<file path="src/verilog/uartb_pkg.sv">
/*
  Constants shared by the buffered serial channel: register map, field
  positions, reset values, codes and receiver states.
  Assumes a 32-bit register bus with one aligned word per register.
*/
package uartb_pkg;
  // ----------------------------------------------------------------
  // Register byte addresses
  // ----------------------------------------------------------------
  localparam logic [7:0] UARTB_ADDR_MODE = 8'h00;
  localparam logic [7:0] UARTB_ADDR_DIV = 8'h04;
  localparam logic [7:0] UARTB_ADDR_TXBUF = 8'h08;
  localparam logic [7:0] UARTB_ADDR_RXBUF = 8'h0c;
  localparam logic [7:0] UARTB_ADDR_ERRST = 8'h10;
  localparam logic [7:0] UARTB_ADDR_TXST = 8'h14;
  // ----------------------------------------------------------------
  // Mode register fields
  // ----------------------------------------------------------------
  localparam int UARTB_MODE_POWER = 7;
  localparam int UARTB_MODE_TXEN = 6;
  localparam int UARTB_MODE_RXEN = 5;
  localparam int UARTB_MODE_STOP2 = 4;
  localparam int UARTB_MODE_CHAR8 = 3;
  localparam int UARTB_MODE_PAR_HI = 2;
  localparam int UARTB_MODE_PAR_LO = 1;
  localparam int UARTB_MODE_MERGE = 0;
  localparam logic [1:0] UARTB_PAR_NONE = 2'h0;
  localparam logic [1:0] UARTB_PAR_ZERO = 2'h1;
  localparam logic [1:0] UARTB_PAR_ODD = 2'h2;
  localparam logic [1:0] UARTB_PAR_EVEN = 2'h3;
  // ----------------------------------------------------------------
  // Status fields
  // ----------------------------------------------------------------
  localparam int UARTB_ERR_OVR = 0;
  localparam int UARTB_ERR_PAR = 1;
  localparam int UARTB_ERR_FRM = 2;
  localparam int UARTB_ST_BUSY = 0;
  localparam int UARTB_ST_FULL = 1;
  // ----------------------------------------------------------------
  // Reset values, limits, bus answers
  // ----------------------------------------------------------------
  localparam logic [7:0] UARTB_MODE_RST = 8'h00;
  localparam logic [7:0] UARTB_DIV_RST = 8'hff;
  localparam logic [7:0] UARTB_RXBUF_RST = 8'hff;
  localparam logic [7:0] UARTB_DIV_MIN = 8'h08;
  localparam logic [1:0] UARTB_RESP_OKAY = 2'h0;
  localparam logic [1:0] UARTB_RESP_SLVERR = 2'h2;
  typedef enum logic [2:0] {UARTB_RX_IDLE, UARTB_RX_START, UARTB_RX_DATA,
                            UARTB_RX_PAR, UARTB_RX_STOP} uartb_rx_st_t;
endpackage

</file>
<file path="src/verilog/uartb_filter.sv">
/*
  Receive noise filter: two samples on the base clock, output follows
  only when both agree.
  Assumes the pin input is synchronous to clock_in.
*/
`timescale 1ns/1ps
module uartb_filter
(
  input wire logic clock_in,
  input wire logic rst_in,
  input wire logic pin_in,
  output logic filt_out
);
  typedef struct packed {
    logic s0;
    logic s1;
    logic filt;
  } uartb_filt_st_t;
  uartb_filt_st_t s_r;
  uartb_filt_st_t s_nxt;
  // ----------------------------------------------------------------
  // Match detector
  // ----------------------------------------------------------------
  always_comb
  begin
    s_nxt = s_r;
    s_nxt.s0 = pin_in;
    s_nxt.s1 = s_r.s0;
    if (s_r.s0 == s_r.s1)
    begin
      s_nxt.filt = s_r.s1;
    end
  end
  // State register, line idles high
  always_ff @(posedge clock_in or posedge rst_in)
  begin
    if (rst_in)
    begin
      s_r <= '1;
    end
    else
    begin
      s_r <= s_nxt;
    end
  end
  assign filt_out = s_r.filt;
endmodule // uartb_filter

</file>
<file path="src/verilog/uartb_baud.sv">
/*
  Baud counter: one-cycle tick every divisor cycles, i.e. twice per bit.
  Assumes the divisor is already clamped to its legal range.
*/
`timescale 1ns/1ps
module uartb_baud
#(
  parameter int CNT_W = 8
)
(
  input wire logic clock_in,
  input wire logic rst_in,
  input wire logic run_in,
  input wire logic clear_in,
  input wire logic [CNT_W-1:0] divisor_in,
  output logic tick_out
);
  if (CNT_W < 4)
  begin : g_chk
    $error("uartb_baud: counter too narrow");
  end
  typedef struct packed {
    logic [CNT_W-1:0] cnt;
    logic tick;
  } uartb_baud_st_t;
  uartb_baud_st_t s_r;
  uartb_baud_st_t s_nxt;
  // ----------------------------------------------------------------
  // Half-bit counter
  // ----------------------------------------------------------------
  always_comb
  begin
    s_nxt = s_r;
    s_nxt.tick = 1'b0;
    if (!run_in || clear_in)
    begin
      s_nxt.cnt = '0;
    end
    else if (s_r.cnt == divisor_in - CNT_W'(1))
    begin
      s_nxt.cnt = '0;
      s_nxt.tick = 1'b1;
    end
    else
    begin
      s_nxt.cnt = s_r.cnt + CNT_W'(1);
    end
  end
  // State register
  always_ff @(posedge clock_in or posedge rst_in)
  begin
    if (rst_in)
    begin
      s_r <= '0;
    end
    else
    begin
      s_r <= s_nxt;
    end
  end
  assign tick_out = s_r.tick;
endmodule // uartb_baud

</file>
<file path="src/verilog/uartb_top.sv">
/*
  Buffered serial channel: double-buffered transmitter, receiver with
  start validation and error flags, AXI4-Lite register slave.
  Assumes one clock, AXI master keeps valid/payload stable until taken.
*/
`timescale 1ns/1ps
module uartb_top
  import uartb_pkg::*;
#(
  parameter int ADDR_W = 8
)
(
  input wire logic clock_in,
  input wire logic rst_in,
  input wire logic [ADDR_W-1:0] axi_awaddr_in,
  input wire logic axi_awvalid_in,
  output logic axi_awready_out,
  input wire logic [31:0] axi_wdata_in,
  input wire logic [3:0] axi_wstrb_in,
  input wire logic axi_wvalid_in,
  output logic axi_wready_out,
  output logic [1:0] axi_bresp_out,
  output logic axi_bvalid_out,
  input wire logic axi_bready_in,
  input wire logic [ADDR_W-1:0] axi_araddr_in,
  input wire logic axi_arvalid_in,
  output logic axi_arready_out,
  output logic [31:0] axi_rdata_out,
  output logic [1:0] axi_rresp_out,
  output logic axi_rvalid_out,
  input wire logic axi_rready_in,
  input wire logic serial_in_pin_in,
  output logic serial_out_pin_out,
  output logic tx_done_irq_out,
  output logic rx_done_irq_out,
  output logic rx_error_irq_out
);
  if (ADDR_W < 8)
  begin : g_chk
    $error("uartb_top: address too narrow");
  end
  typedef struct packed {
    logic aw_have;
    logic [7:0] aw_addr;
    logic w_have;
    logic [7:0] w_data;
    logic w_lane0;
    logic awready;
    logic wready;
    logic bvalid;
    logic [1:0] bresp;
    logic arready;
    logic rvalid;
    logic [31:0] rdata;
    logic [1:0] rresp;
    logic [7:0] mode;
    logic [7:0] divisor;
    logic [7:0] hold_buf;
    logic hold_full;
    logic busy;
    logic [11:0] tx_frame;
    logic [3:0] tx_left;
    logic tx_phase;
    logic tx_out;
    logic tx_done;
    logic tx_clr;
    uartb_rx_st_t rx_st;
    logic [7:0] rx_shift;
    logic [3:0] rx_cnt;
    logic rx_phase;
    logic rx_par;
    logic rx_perr;
    logic [7:0] rx_buf;
    logic rx_full;
    logic [2:0] err;
    logic rx_done;
    logic rx_err;
    logic rx_clr;
    logic filt_q;
  } uartb_top_st_t;
  uartb_top_st_t s_r;
  uartb_top_st_t s_nxt;
  logic filt;
  logic tx_tick;
  logic rx_tick;
  logic [7:0] div_eff;
  logic tx_en;
  logic rx_en;
  logic [1:0] par_mode;
  // ----------------------------------------------------------------
  // Frame builder: start, data LSB first, parity, stop bits
  // ----------------------------------------------------------------
  function automatic logic [15:0] uartb_build(input logic [7:0] data, input logic [7:0] mode);
    logic [11:0] f;
    logic [3:0] nd;
    logic [3:0] len;
    logic p;
    f = 12'hfff;
    nd = mode[UARTB_MODE_CHAR8] ? 4'h8 : 4'h7;
    f[0] = 1'b0;
    for (int i = 0; i < 8; i++)
    begin
      if (4'(i) < nd)
      begin
        f[i + 1] = data[i];
      end
    end
    p = ^(mode[UARTB_MODE_CHAR8] ? data : {1'b0, data[6:0]});
    len = 4'h2 + nd;
    case (mode[UARTB_MODE_PAR_HI:UARTB_MODE_PAR_LO])
      UARTB_PAR_ODD: f[nd + 4'h1] = ~p;
      UARTB_PAR_EVEN: f[nd + 4'h1] = p;
      UARTB_PAR_ZERO: f[nd + 4'h1] = 1'b0;
      default: f[nd + 4'h1] = 1'b1;
    endcase
    if (mode[UARTB_MODE_PAR_HI:UARTB_MODE_PAR_LO] != UARTB_PAR_NONE)
    begin
      len = len + 4'h1;
    end
    if (mode[UARTB_MODE_STOP2])
    begin
      len = len + 4'h1;
    end
    return {len, f};
  endfunction
  // ----------------------------------------------------------------
  // Submodules: filter and the two baud counters
  // ----------------------------------------------------------------
  assign div_eff = (s_r.divisor < UARTB_DIV_MIN) ? UARTB_DIV_MIN : s_r.divisor;
  assign tx_en = s_r.mode[UARTB_MODE_POWER] & s_r.mode[UARTB_MODE_TXEN];
  assign rx_en = s_r.mode[UARTB_MODE_POWER] & s_r.mode[UARTB_MODE_RXEN];
  assign par_mode = s_r.mode[UARTB_MODE_PAR_HI:UARTB_MODE_PAR_LO];
  uartb_filter u_filter (
    .clock_in(clock_in),
    .rst_in(rst_in),
    .pin_in(serial_in_pin_in),
    .filt_out(filt)
  );
  uartb_baud #(.CNT_W(8)) u_tx_baud (
    .clock_in(clock_in),
    .rst_in(rst_in),
    .run_in(tx_en),
    .clear_in(s_r.tx_clr),
    .divisor_in(div_eff),
    .tick_out(tx_tick)
  );
  uartb_baud #(.CNT_W(8)) u_rx_baud (
    .clock_in(clock_in),
    .rst_in(rst_in),
    .run_in(rx_en && s_r.rx_st != UARTB_RX_IDLE),
    .clear_in(s_r.rx_clr),
    .divisor_in(div_eff),
    .tick_out(rx_tick)
  );
  // ----------------------------------------------------------------
  // Next-state logic: bus slave, transmitter, receiver
  // ----------------------------------------------------------------
  always_comb
  begin
    logic [15:0] fb;
    logic rd_err;
    logic rd_buf;
    logic [2:0] new_err;
    logic done;
    logic wr_hold;
    fb = '0;
    rd_err = 1'b0;
    rd_buf = 1'b0;
    new_err = 3'h0;
    done = 1'b0;
    wr_hold = 1'b0;
    s_nxt = s_r;
    s_nxt.tx_done = 1'b0;
    s_nxt.tx_clr = 1'b0;
    s_nxt.rx_done = 1'b0;
    s_nxt.rx_err = 1'b0;
    s_nxt.rx_clr = 1'b0;
    s_nxt.filt_q = filt;
    // Write channels, taken in either order
    if (s_r.bvalid && axi_bready_in)
    begin
      s_nxt.bvalid = 1'b0;
    end
    if (axi_awvalid_in && s_r.awready)
    begin
      s_nxt.aw_have = 1'b1;
      s_nxt.aw_addr = axi_awaddr_in[7:0];
    end
    if (axi_wvalid_in && s_r.wready)
    begin
      s_nxt.w_have = 1'b1;
      s_nxt.w_data = axi_wdata_in[7:0];
      s_nxt.w_lane0 = axi_wstrb_in[0];
    end
    if (s_r.aw_have && s_r.w_have && !s_r.bvalid)
    begin
      s_nxt.aw_have = 1'b0;
      s_nxt.w_have = 1'b0;
      s_nxt.bvalid = 1'b1;
      s_nxt.bresp = UARTB_RESP_OKAY;
      case (s_r.aw_addr)
        UARTB_ADDR_MODE: if (s_r.w_lane0) s_nxt.mode = s_r.w_data;
        UARTB_ADDR_DIV: if (s_r.w_lane0) s_nxt.divisor = s_r.w_data;
        UARTB_ADDR_TXBUF:
          if (s_r.w_lane0 && tx_en)
          begin
            s_nxt.hold_buf = s_r.w_data;
            s_nxt.hold_full = 1'b1;
            wr_hold = 1'b1;
          end
        UARTB_ADDR_RXBUF, UARTB_ADDR_ERRST, UARTB_ADDR_TXST: s_nxt.bresp = UARTB_RESP_OKAY;
        default: s_nxt.bresp = UARTB_RESP_SLVERR;
      endcase
    end
    s_nxt.awready = !s_nxt.aw_have && !s_nxt.bvalid;
    s_nxt.wready = !s_nxt.w_have && !s_nxt.bvalid;
    // Read channel, with read side effects
    if (s_r.rvalid && axi_rready_in)
    begin
      s_nxt.rvalid = 1'b0;
    end
    if (axi_arvalid_in && s_r.arready)
    begin
      s_nxt.rvalid = 1'b1;
      s_nxt.rresp = UARTB_RESP_OKAY;
      s_nxt.rdata = 32'h0;
      case (axi_araddr_in[7:0])
        UARTB_ADDR_MODE: s_nxt.rdata[7:0] = s_r.mode;
        UARTB_ADDR_DIV: s_nxt.rdata[7:0] = s_r.divisor;
        UARTB_ADDR_TXBUF: s_nxt.rdata[7:0] = s_r.hold_buf;
        UARTB_ADDR_RXBUF:
        begin
          s_nxt.rdata[7:0] = s_r.rx_buf;
          rd_buf = 1'b1;
        end
        UARTB_ADDR_ERRST:
        begin
          s_nxt.rdata[2:0] = s_r.err;
          rd_err = 1'b1;
        end
        UARTB_ADDR_TXST:
        begin
          s_nxt.rdata[UARTB_ST_FULL] = s_r.hold_full;
          s_nxt.rdata[UARTB_ST_BUSY] = s_r.busy;
        end
        default: s_nxt.rresp = UARTB_RESP_SLVERR;
      endcase
    end
    s_nxt.arready = !s_nxt.rvalid;
    // Transmitter: shift out, then reload from the holding buffer
    if (!tx_en)
    begin
      s_nxt.hold_full = 1'b0;
      s_nxt.busy = 1'b0;
      s_nxt.tx_left = 4'h0;
      s_nxt.tx_phase = 1'b0;
    end
    else
    begin
      // Stale tick from before the counter restart would halve the start bit
      if (s_r.busy && tx_tick && !s_r.tx_clr)
      begin
        s_nxt.tx_phase = !s_r.tx_phase;
        if (s_r.tx_phase)
        begin
          s_nxt.tx_frame = {1'b1, s_r.tx_frame[11:1]};
          s_nxt.tx_left = s_r.tx_left - 4'h1;
          if (s_r.tx_left == 4'h1)
          begin
            s_nxt.busy = 1'b0;
            s_nxt.tx_done = 1'b1;
          end
        end
      end
      if (!s_nxt.busy && s_r.hold_full)
      begin
        fb = uartb_build(s_r.hold_buf, s_r.mode);
        s_nxt.tx_frame = fb[11:0];
        s_nxt.tx_left = fb[15:12];
        s_nxt.busy = 1'b1;
        s_nxt.hold_full = wr_hold; // Write in the load cycle stays pending
        s_nxt.tx_phase = 1'b0;
        s_nxt.tx_clr = 1'b1;
      end
    end
    s_nxt.tx_out = s_nxt.busy ? s_nxt.tx_frame[0] : 1'b1;
    // Receiver state machine
    case (s_r.rx_st)
      UARTB_RX_IDLE:
        if (rx_en && s_r.filt_q && !filt)
        begin
          s_nxt.rx_st = UARTB_RX_START;
          s_nxt.rx_clr = 1'b1;
        end
      UARTB_RX_START:
        if (rx_tick)
        begin
          s_nxt.rx_st = filt ? UARTB_RX_IDLE : UARTB_RX_DATA;
          s_nxt.rx_cnt = 4'h0;
          s_nxt.rx_phase = 1'b0;
          s_nxt.rx_par = 1'b0;
          s_nxt.rx_perr = 1'b0;
          s_nxt.rx_shift = 8'h00;
        end
      UARTB_RX_DATA:
        if (rx_tick)
        begin
          s_nxt.rx_phase = !s_r.rx_phase;
          if (s_r.rx_phase)
          begin
            s_nxt.rx_shift[s_r.rx_cnt[2:0]] = filt;
            s_nxt.rx_par = s_r.rx_par ^ filt;
            s_nxt.rx_cnt = s_r.rx_cnt + 4'h1;
            if (s_r.rx_cnt == (s_r.mode[UARTB_MODE_CHAR8] ? 4'h7 : 4'h6))
            begin
              s_nxt.rx_st = (par_mode == UARTB_PAR_NONE) ? UARTB_RX_STOP : UARTB_RX_PAR;
            end
          end
        end
      UARTB_RX_PAR:
        if (rx_tick)
        begin
          s_nxt.rx_phase = !s_r.rx_phase;
          if (s_r.rx_phase)
          begin
            s_nxt.rx_st = UARTB_RX_STOP;
            s_nxt.rx_perr = (par_mode == UARTB_PAR_ODD && !(s_r.rx_par ^ filt)) ||
                            (par_mode == UARTB_PAR_EVEN && (s_r.rx_par ^ filt));
          end
        end
      UARTB_RX_STOP:
        if (rx_tick)
        begin
          s_nxt.rx_phase = !s_r.rx_phase;
          if (s_r.rx_phase)
          begin
            s_nxt.rx_st = UARTB_RX_IDLE;
            done = 1'b1;
            new_err[UARTB_ERR_FRM] = !filt;
            new_err[UARTB_ERR_PAR] = s_r.rx_perr;
            new_err[UARTB_ERR_OVR] = s_r.rx_full && !rd_buf;
          end
        end
      default: s_nxt.rx_st = UARTB_RX_IDLE;
    endcase
    if (!rx_en)
    begin
      s_nxt.rx_st = UARTB_RX_IDLE;
    end
    // Buffer, flags and interrupt routing; a new event beats a read
    if (rd_buf)
    begin
      s_nxt.rx_full = 1'b0;
    end
    if (done && !new_err[UARTB_ERR_OVR])
    begin
      s_nxt.rx_buf = s_r.rx_shift;
      s_nxt.rx_full = 1'b1;
    end
    s_nxt.err = (rd_err ? 3'h0 : s_r.err) | new_err;
    if (done)
    begin
      s_nxt.rx_done = (new_err == 3'h0) || s_r.mode[UARTB_MODE_MERGE];
      s_nxt.rx_err = (new_err != 3'h0) && !s_r.mode[UARTB_MODE_MERGE];
    end
  end
  // ----------------------------------------------------------------
  // State register
  // ----------------------------------------------------------------
  always_ff @(posedge clock_in or posedge rst_in)
  begin
    if (rst_in)
    begin
      s_r <= '0;
      s_r.mode <= UARTB_MODE_RST;
      s_r.divisor <= UARTB_DIV_RST;
      s_r.rx_buf <= UARTB_RXBUF_RST;
      s_r.tx_out <= 1'b1;
      s_r.filt_q <= 1'b1;
      s_r.rx_st <= UARTB_RX_IDLE;
    end
    else
    begin
      s_r <= s_nxt;
    end
  end
  // Outputs straight from the state register
  assign axi_awready_out = s_r.awready;
  assign axi_wready_out = s_r.wready;
  assign axi_bvalid_out = s_r.bvalid;
  assign axi_bresp_out = s_r.bresp;
  assign axi_arready_out = s_r.arready;
  assign axi_rvalid_out = s_r.rvalid;
  assign axi_rdata_out = s_r.rdata;
  assign axi_rresp_out = s_r.rresp;
  assign serial_out_pin_out = s_r.tx_out;
  assign tx_done_irq_out = s_r.tx_done;
  assign rx_done_irq_out = s_r.rx_done;
  assign rx_error_irq_out = s_r.rx_err;
  // ----------------------------------------------------------------
  // Assertions
  // ----------------------------------------------------------------
  AST_TX_ACCEPT: assert property (@(posedge clock_in) disable iff (rst_in)
    (tx_en && s_r.busy && s_r.hold_full && tx_tick && s_r.tx_phase && s_r.tx_left == 4'h1)
    |=> (s_r.busy && !s_r.hold_full && s_r.tx_done))
    else $error("holding byte not moved at frame end");
  AST_AUTO_LOAD: assert property (@(posedge clock_in) disable iff (rst_in)
    (tx_en && !s_r.busy && s_r.hold_full && s_r.mode == $past(s_r.mode))
    |=> (s_r.busy && s_r.tx_clr && !s_r.tx_frame[0]))
    else $error("idle shifter did not load");
  AST_STATUS_RD: assert property (@(posedge clock_in) disable iff (rst_in)
    (axi_arvalid_in && s_r.arready && axi_araddr_in[7:0] == UARTB_ADDR_TXST)
    |=> (s_r.rdata[1:0] == {$past(s_r.hold_full), $past(s_r.busy)} && s_r.rvalid))
    else $error("transmit status read wrong");
  AST_IDLE_HIGH: assert property (@(posedge clock_in) disable iff (rst_in)
    (!s_r.busy) |-> serial_out_pin_out)
    else $error("line not high while idle");
  AST_RX_GATE: assert property (@(posedge clock_in) disable iff (rst_in)
    (!rx_en) |=> (s_r.rx_st == UARTB_RX_IDLE))
    else $error("receiver ran while disabled");
  AST_START_CHECK: assert property (@(posedge clock_in) disable iff (rst_in)
    (rx_en && s_r.rx_st == UARTB_RX_START && rx_tick && filt) |=> (s_r.rx_st == UARTB_RX_IDLE))
    else $error("false start accepted");
  AST_OVR_KEEP: assert property (@(posedge clock_in) disable iff (rst_in)
    (s_r.err[UARTB_ERR_OVR] && !$past(s_r.err[UARTB_ERR_OVR]))
    |-> (s_r.rx_buf == $past(s_r.rx_buf)))
    else $error("buffer overwritten on overrun");
  AST_ERR_CLEAR: assert property (@(posedge clock_in) disable iff (rst_in)
    (axi_arvalid_in && s_r.arready && axi_araddr_in[7:0] == UARTB_ADDR_ERRST
     && s_r.rx_st != UARTB_RX_STOP) |=> (s_r.err == 3'h0 && s_r.rdata[2:0] == $past(s_r.err)))
    else $error("error flags not cleared by read");
  AST_MERGE: assert property (@(posedge clock_in) disable iff (rst_in)
    rx_error_irq_out |-> (!$past(s_r.mode[UARTB_MODE_MERGE]) && !rx_done_irq_out && s_r.err != 3'h0))
    else $error("error interrupt routed wrongly");
endmodule // uartb_top

</file>
<file path="config.mk">
export PLATFORM = sky130hd
export DESIGN_NAME = uartb_top
export DESIGN_NICKNAME = d
export VERILOG_FILES = /design/src/verilog/uartb_pkg.sv /design/src/verilog/uartb_filter.sv /design/src/verilog/uartb_baud.sv /design/src/verilog/uartb_top.sv
export SDC_FILE = /design/constraint.sdc
export NUM_CORES = 1
export LEC_CHECK = 0
export BUFFER_PORTS_ARGS = -buffer_cell sky130_fd_sc_hd__buf_2
export CORE_UTILIZATION = 34
export CTS_CLUSTER_SIZE = 20
export DETAILED_ROUTE_END_ITERATION = 8
export PLACE_DENSITY = 0.53
export REMOVE_ABC_BUFFERS = 1
export SLEW_MARGIN = 10
export SYNTH_ARGS = -nofsm -noshare
export SYNTH_HDL_FRONTEND = slang
export SYNTH_SLANG_ARGS = --single-unit
</file>
<file path="constraint.sdc">
create_clock -name clock_in -period 4.6 [get_ports clock_in]
set_input_delay 0.23 -clock clock_in [delete_from_list [all_inputs] [get_ports clock_in]]
set_output_delay 0.23 -clock clock_in [all_outputs]
set_load 0.01 [all_outputs]
</file>
==> results of run 1 <==
-- worst max-delay path: stages, from the launching register on --
cell and delay (ps):
dfstp_2 420, nor2_1 340, nand3_1 270, nand2_1 140, ha_1 280, nor2b_1 240
a21boi_2 120, or3_4 390, a2111oi_4 600, and3_1 240
-- cell usage in the layout, fill, tap and decap left out, types with 7 or more instances in the layout --
master	n
dfrtp_1	114
nand2_1	63
mux2_2	53
buf_2	51
nor2_1	35
a21oi_1	33
conb_1	26
o21ai_0	25
xnor2_1	23
dfstp_2	21
clkbuf_16	17
inv_1	15
nand3_1	15
and3_1	12
nand2b_1	10
o22ai_1	10
xor2_1	9
a311oi_1	9
ha_1	9
nor2b_1	8
nor3_1	7
or3_1	7
mux4_2	7
-- power breakdown --
| group | switching, mW | leakage, nW | internal (mW) |
|---|---|---|---|
| Sequential | 0.143 | 1.73 | 1.33 |
| Combinational | 0.252 | 1.52 | 0.233 |
| Clock | 0.511 | 0.333 | 1.06 |
-- registers in the layout (all words and copies together), names as in the netlist --
name and count:
axi_rvalid_out 1, u_rx_baud.s_r 8, u_filter.s_r 1, axi_awready_out 1
axi_bvalid_out 1, par_mode 2, rx_error_irq_out 1, serial_out_pin_out 1
axi_wready_out 1, s_r 93, u_tx_baud.tick_out 1, axi_rresp_out 1
axi_arready_out 1, u_rx_baud.tick_out 1, u_filter.filt_out 1, rx_done_irq_out 1
tx_done_irq_out 1, u_filter.s_nxt 1, axi_bresp_out 1, u_tx_baud.s_r 8
axi_rdata_out 8
-- logic make-up (layout without fill, tap and decap cells) --
kind of cell / Yosys count / in the layout / synth area share
simple gates: 206 / 206 / 0.162
buf+inv: 77 / 104 / 0.0620
fa+ha+maj: 10 / 10 / 0.0173
mux: 62 / 62 / 0.111
flops: 135 / 135 / 0.479
other cells: 1 / 26 / 0.000528
xor+xnor: 33 / 33 / 0.0426
compound gates: 129 / 129 / 0.125
-- area by class of cell --
| class | count | share of cell area |
|---|---|---|
| Inverter | 16 | 0.00768 |
| Timing Repair Buffer | 56 | 0.0366 |
| Multi-Input combinational cell | 466 | 0.412 |
| Sequential cell | 135 | 0.418 |
| Clock inverter | 11 | 0.0269 |
| Tap cell | 270 | 0.0415 |
| Clock buffer | 21 | 0.0578 |
-- how the worst min path moves through the flow --
stage	slack (ps)	endpoint	from	cells after the start
6_report	20	axi_rvalid_out	axi_rready_in	2
5_1_grt	20	s_r[135]	axi_awaddr_in[4]	2
4_1_cts	4	axi_rvalid_out	axi_rready_in	2
3_5_place_dp	320	s_r[127]	rst_in	2
3_3_place_gp	300	s_r[127]	rst_in	2
2_1_floorplan	230	u_filter.s_nxt[1]	serial_in_pin_in	0
-- metal layers --
layer,up-vias,track usage,part of all wire
met5,-,0,0
met4,0,0.0526,0.013
met3,14,0.0441,0.055
met2,155,0.244,0.46
met1,2530,0.217,0.47
li1,2390,-,-
==> summary.txt, run 1 <==
Run status
  – Outcome: complete, no violations

Place
  – Number of port buffers: 51
  – HPWL Detailed: 11500 um
  – Placed cell area: 7440 sq um
  – Dpl cells: 941
  – Routability cong.: 0.802
  – Setup slack at placement: 1560 ps

Global routing
  – Maximum number of pins on one net before global-route repair: 51
  – Total GRT Usage: 0.159
  – First-pass GRT wire length: 26900 um
  – Vias in the first global route: 5087
  – Overflow after GRT: 0
  – Initial antenna violation count: 0

Synthesis
  – Sequential element share of the synthesized area: 0.479
  – Commonest cells post-synth: dfrtp_1, nand2_1, mux2_2
  – Netlist cell types: 78
  – Count leader, synth: dfrtp_1
  – Main flop type after synthesis: dfrtp_1
  – Asr flop ratio synth: 1.00
  – Yosys top cell by area: dfrtp_1
  – Yosys top cell area share: 0.402
  – Synth Register Bits: 135
  – Synth Instances: 653
  – Yosys synthesis warning count: 0
  – EDFF count, synth: 0
  – Synth Area per Inst: 10.9 sq um
  – Largest cells by area after synthesis: dfrtp_1, mux2_2, dfstp_2, buf_4, nand2_1
  – Synthesized cell area: 7100 sq um

Die
  – Std cell rows: 52
  – Die area: 21500 sq um
  – Boundary Pins: 105
  – Chip Width: 147 um
  – Core footprint: 20400 sq um
  – Die Y-Extent: 147 um
  – Initial core utilization: 0.349

CTS
  – Clock buffer depth: 2
  – Setup bufs post-CTS: 0
  – Clk Latency, worst-skew pair: 420 ps
  – Clock sink count: 135
  – Total CTS buffers: 17
  – CTS tree: built
  – Cts hold-fix bufs: 2
  – H-tree depth: 4
  – Post-CTS Resized: 0
  – Worst-path clk slew: 60 ps
  – CTS Root Cell: clkbuf_16

Detailed routing
  – Initial DRC count: 394
  – Wire per inst: 16.6 um
  – Post-Route WL: 16100 um
  – First drt pass iteration count: 6
  – Vias: 5089
  – Post-route DRC: 0
  – DRT antenna net count: 0
  – Vias/cell: 5.22

Setup path
  – Req. time, crit path: 4960 ps
  – Worst R2R End: u_rx_baud.tick_out
  – Nature of the critical path startpoint: flip-flop
  – WS Path Type: flip-flop to flip-flop
  – R2R Setup Slk: 1490 ps
  – Cells on worst reg2reg path: 9
  – Critical Path Sink: u_rx_baud.tick_out
  – Nature of the critical path endpoint: flip-flop
  – CP arrival: 3470 ps
  – Origin of the worst setup path: s_r[68]
  – Worst r2r src: s_r[68]
  – CP max FO: 9

STA
  – RSZ-0062 raised after global routing: false
  – Crit path time final: 3110 ps
  – Max Clock Freq: 0.322 GHz
  – Clk_skew: 9.21 ps
  – Endpoints failing setup: 0
  – Hold slack: 23.4 ps
  – Fin. Hold Viols: 0
  – Final Max Tran Viols: 0
  – Worst slew margin: 0.278
  – Final Worst Setup Slack: 1490 ps
  – Tcrit/Tclk final: 0.676
  – Slew @ Worst Pin: 1080 ps
  – Setup_tns: 0 ps

Power
  – Leak Pwr: 3.58 nW
  – Worst vdd ir: 0.000356 V
  – Total power: 3.53 mW
  – PwrDens: 433 nW/um^2

Layout
  – Finished Layout Cells: 975
  – P&R area growth vs syn: 14.7%
  – Register area: 3400 sq um
  – Area occupied by multi-input gates: 3350 sq um
  – Design Area, Final: 8150 sq um
  – # fillers: 1950
  – Share of cells above drive strength 1: 0.272
  – Diodes inserted: 0
  – Number of nets in the layout: 761
  – Final core utilization: 0.400

Min path
  – Worst hold path class: primary input to flip-flop

Run
  – Number of max-cap violations: 0
Power figures use the tool's default switching activity.
==> run 2: changes to the inputs <==
==> constraint.sdc (replaced) <==
create_clock -name clock_in -period 3 [get_ports clock_in]
set_input_delay 0.15 -clock clock_in [delete_from_list [all_inputs] [get_ports clock_in]]
set_output_delay 0.15 -clock clock_in [all_outputs]
set_load 0.01 [all_outputs]
==> summary.txt, run 2 (synthesis gave the netlist of run 1 again) <==
Detailed routing
  – Vias: 5151 (was 5089)
  – Post-Route WL: 16100 um (about the same)
  – First drt pass iteration count: 4 (was 6)
  – Wire per inst: 16.0 um (was 16.6 um)
  – Initial DRC count: 308 (was 394)
  – Vias/cell: 5.12 (was 5.22)
  – Post-route DRC: 0 (unchanged)
  – DRT antenna net count: 0 (unchanged)

CTS
  – Clock buffer depth: 2 (unchanged)
  – Clk Latency, worst-skew pair: 420 ps (about the same)
  – CTS tree: built (unchanged)
  – CTS Root Cell: clkbuf_16 (unchanged)
  – Clock sink count: 135 (unchanged)
  – Worst-path clk slew: 60 ps (about the same)
  – Total CTS buffers: 17 (unchanged)
  – H-tree depth: 4 (unchanged)

Power
  – Net Sw Power: 1.47 mW (was 906 uW)
  – PwrDens: 616 nW/um^2 (was 433 nW/um^2)
  – Flop pwr share: 0.433 (was 0.416)
  – Clock share of power: 0.405 (was 0.446)
  – Total power: 5.15 mW (was 3.53 mW)
  – Leak Pwr: 3.67 nW (was 3.58 nW)
  – Pint: 3.68 mW (was 2.62 mW)
  – Worst vdd ir: 0.000414 V (was 0.000356 V)
  – Combinational power share: 0.163 (was 0.138)
  – Switching Fraction: 0.285 (was 0.257)

STA
  – Slew @ Worst Pin: 708 ps (was 1080 ps)
  – RSZ-0062 raised after global routing: false (unchanged)
  – Setup_tns: 0 ps (unchanged)
  – Endpoints failing setup: 0 (unchanged)
  – Fin. Hold Viols: 0 (unchanged)
  – Worst slew margin: 0.524 (was 0.278)
  – Max Clock Freq: 0.367 GHz (was 0.322 GHz)
  – Final Max Tran Viols: 0 (unchanged)
  – Clk_skew: 7.90 ps (was 9.21 ps)
  – Tcrit/Tclk final: 0.908 (was 0.676)
  – Crit path time final: 2720 ps (was 3110 ps)

Run status
  – Outcome: complete, no violations (unchanged)

Layout
  – Area occupied by multi-input gates: 3360 sq um (was 3350 sq um)
  – P&R area growth vs syn: 17.6% (was 14.7%)
  – Diodes inserted: 0 (unchanged)
  – Max FFs per register: 93 (unchanged)
  – Commonest non-fill, non-tap cell in the layout: dfrtp_1 (unchanged)
  – Register area: 3400 sq um (unchanged)
  – Leading cell types in the layout, fill and taps excluded: dfrtp_1, nand2_1, mux2_2 (unchanged)
  – Biggest register: s_r (unchanged)
  – Finished Layout Cells: 1007 (was 975)
  – Share of cells above drive strength 1: 0.281 (was 0.272)
  – # fillers: 1948 (was 1950)
  – Number of nets in the layout: 793 (was 761)
  – Final core utilization: 0.410 (was 0.400)

Place
  – Dpl cells: 953 (was 941)
  – HPWL Detailed: 11500 um (about the same)
  – Routability cong.: 0.816 (was 0.802)
  – Number of port buffers: 51 (unchanged)

Global routing
  – First-pass GRT wire length: 26700 um (was 26900 um)
  – Initial antenna violation count: 0 (unchanged)
  – GRT met2 Usage: 0.249 (was 0.244)
  – Total GRT Usage: 0.157 (was 0.159)
  – M3 GR Usage: 0.0313 (was 0.0441)
  – Maximum number of pins on one net before global-route repair: 59 (was 51)
  – Vias in the first global route: 5113 (was 5087)
  – Overflow after GRT: 0 (unchanged)
  – Met1 Use GR: 0.214 (was 0.217)
  – Top Usage Layer GRT: met2 (unchanged)

Die
  – Die area: 21500 sq um (unchanged)
  – Chip Width: 147 um (unchanged)
  – Boundary Pins: 105 (unchanged)
  – Initial core utilization: 0.349 (unchanged)
  – Die Y-Extent: 147 um (unchanged)
  – Std cell rows: 52 (unchanged)
  – Core footprint: 20400 sq um (unchanged)

Min path
  – Worst Hold Depth: 3 (was 2)
  – Worst hold path class: primary input to flip-flop (unchanged)

Setup path
  – Nature of the critical path endpoint: flip-flop (unchanged)
  – WS Path Type: flip-flop to flip-flop (unchanged)
  – Nature of the critical path startpoint: flip-flop (unchanged)
  – Slowest-stage cell, CP: dfstp_2 (was a2111oi_4)
  – Crit path depth: 9 (unchanged)
  – CP max FO: 9 (unchanged)
  – Req. time, crit path: 3280 ps (was 4960 ps)
  – Worst-path cell chain: nor2_2 > nand3_1 > nand2_1 > ha_1 > xnor2_1 > a211o_1 > a2111oi_0 > and3_2 > a311oi_1 (was nor2_1 > nand3_1 > nand2_1 > ha_1 > nor2b_1 > a21boi_2 > or3_4 > a2111oi_4 > and3_1)
  – Crit path buffers/inverters: 0 (unchanged)
  – CP arrival: 3000 ps (was 3470 ps)
  – CP top delay family: simple AND/OR/NAND/NOR gates (unchanged)
  – Cells on worst reg2reg path: 9 (unchanged)
  – Slowest stage delay, CP: 630 ps (was 600 ps)

Run
  – Number of max-cap violations: 0 (unchanged)
[run 2: tightest hold or removal path, stage by stage]
cell     delay [ps]
buf_2            80
nor2b_1          50
nor2b_1         120
[run 2: repair_timing]
| item | 4_1_cts | 5_1_grt |
|---|---|---|
| gates resized for setup | 0 | 3 |
| endpoints found under the setup margin | 0 | 18 |
| hold buffers | 22 | 0 |
| hold endpoints to repair | 59 | 0 |
| setup buffers | 0 | 0 |
[run 2: cell type report]
type / instances / share of cell area
repair buffers: 88 / 0.0719
clock buffers: 17 / 0.0509
clock inverters: 15 / 0.0199
inverters: 16 / 0.00749
multi-input cells: 466 / 0.402
flip-flops and latches: 135 / 0.408
well taps: 270 / 0.0404
[run 2: worst paths after layout]
path / start / end / slack (ps)
worst max-delay path: s_r[67] / u_tx_baud.s_r[7] / 280
worst min-delay path: axi_bready_in / axi_awready_out / 20
worst max register to register: s_r[67] / u_tx_baud.s_r[7] / 280
worst min register to register: u_filter.s_nxt[1] / u_filter.s_r[1] / 370
max in group asynchronous: rst_in / s_r[12] / 1770
min in group asynchronous: rst_in / s_r[136] / 350
[run 2: per-stage QoR]
step	instance area, sq um	setup WS (ps)	hold slack [ps]
global route	8350	22.3	45.6
floorplan	6820	-726	154
finish	8350	277	22.1
global placement	7540	222	237
detailed placement	7540	192	246
CTS	8350	179	8.29
[run 2: power groups by stage]
stage,registers [mW],clock network [mW],logic (mW)
6_report,2.23,2.08,0.837
5_1_grt,2.26,2.21,0.922
4_1_cts,2.23,2.13,0.840
3_5_place_dp,2.26,0,0.816
3_3_place_gp,2.25,0,0.790
2_1_floorplan,2.20,0,0.559
[run 2: routing by layer]
layer | up-vias | share of wire
li1 | 2449 | -
met1 | 2571 | 0.48
met2 | 121 | 0.47
met3 | 10 | 0.044
met4 | 0 | 0.0099
met5 | - | 0
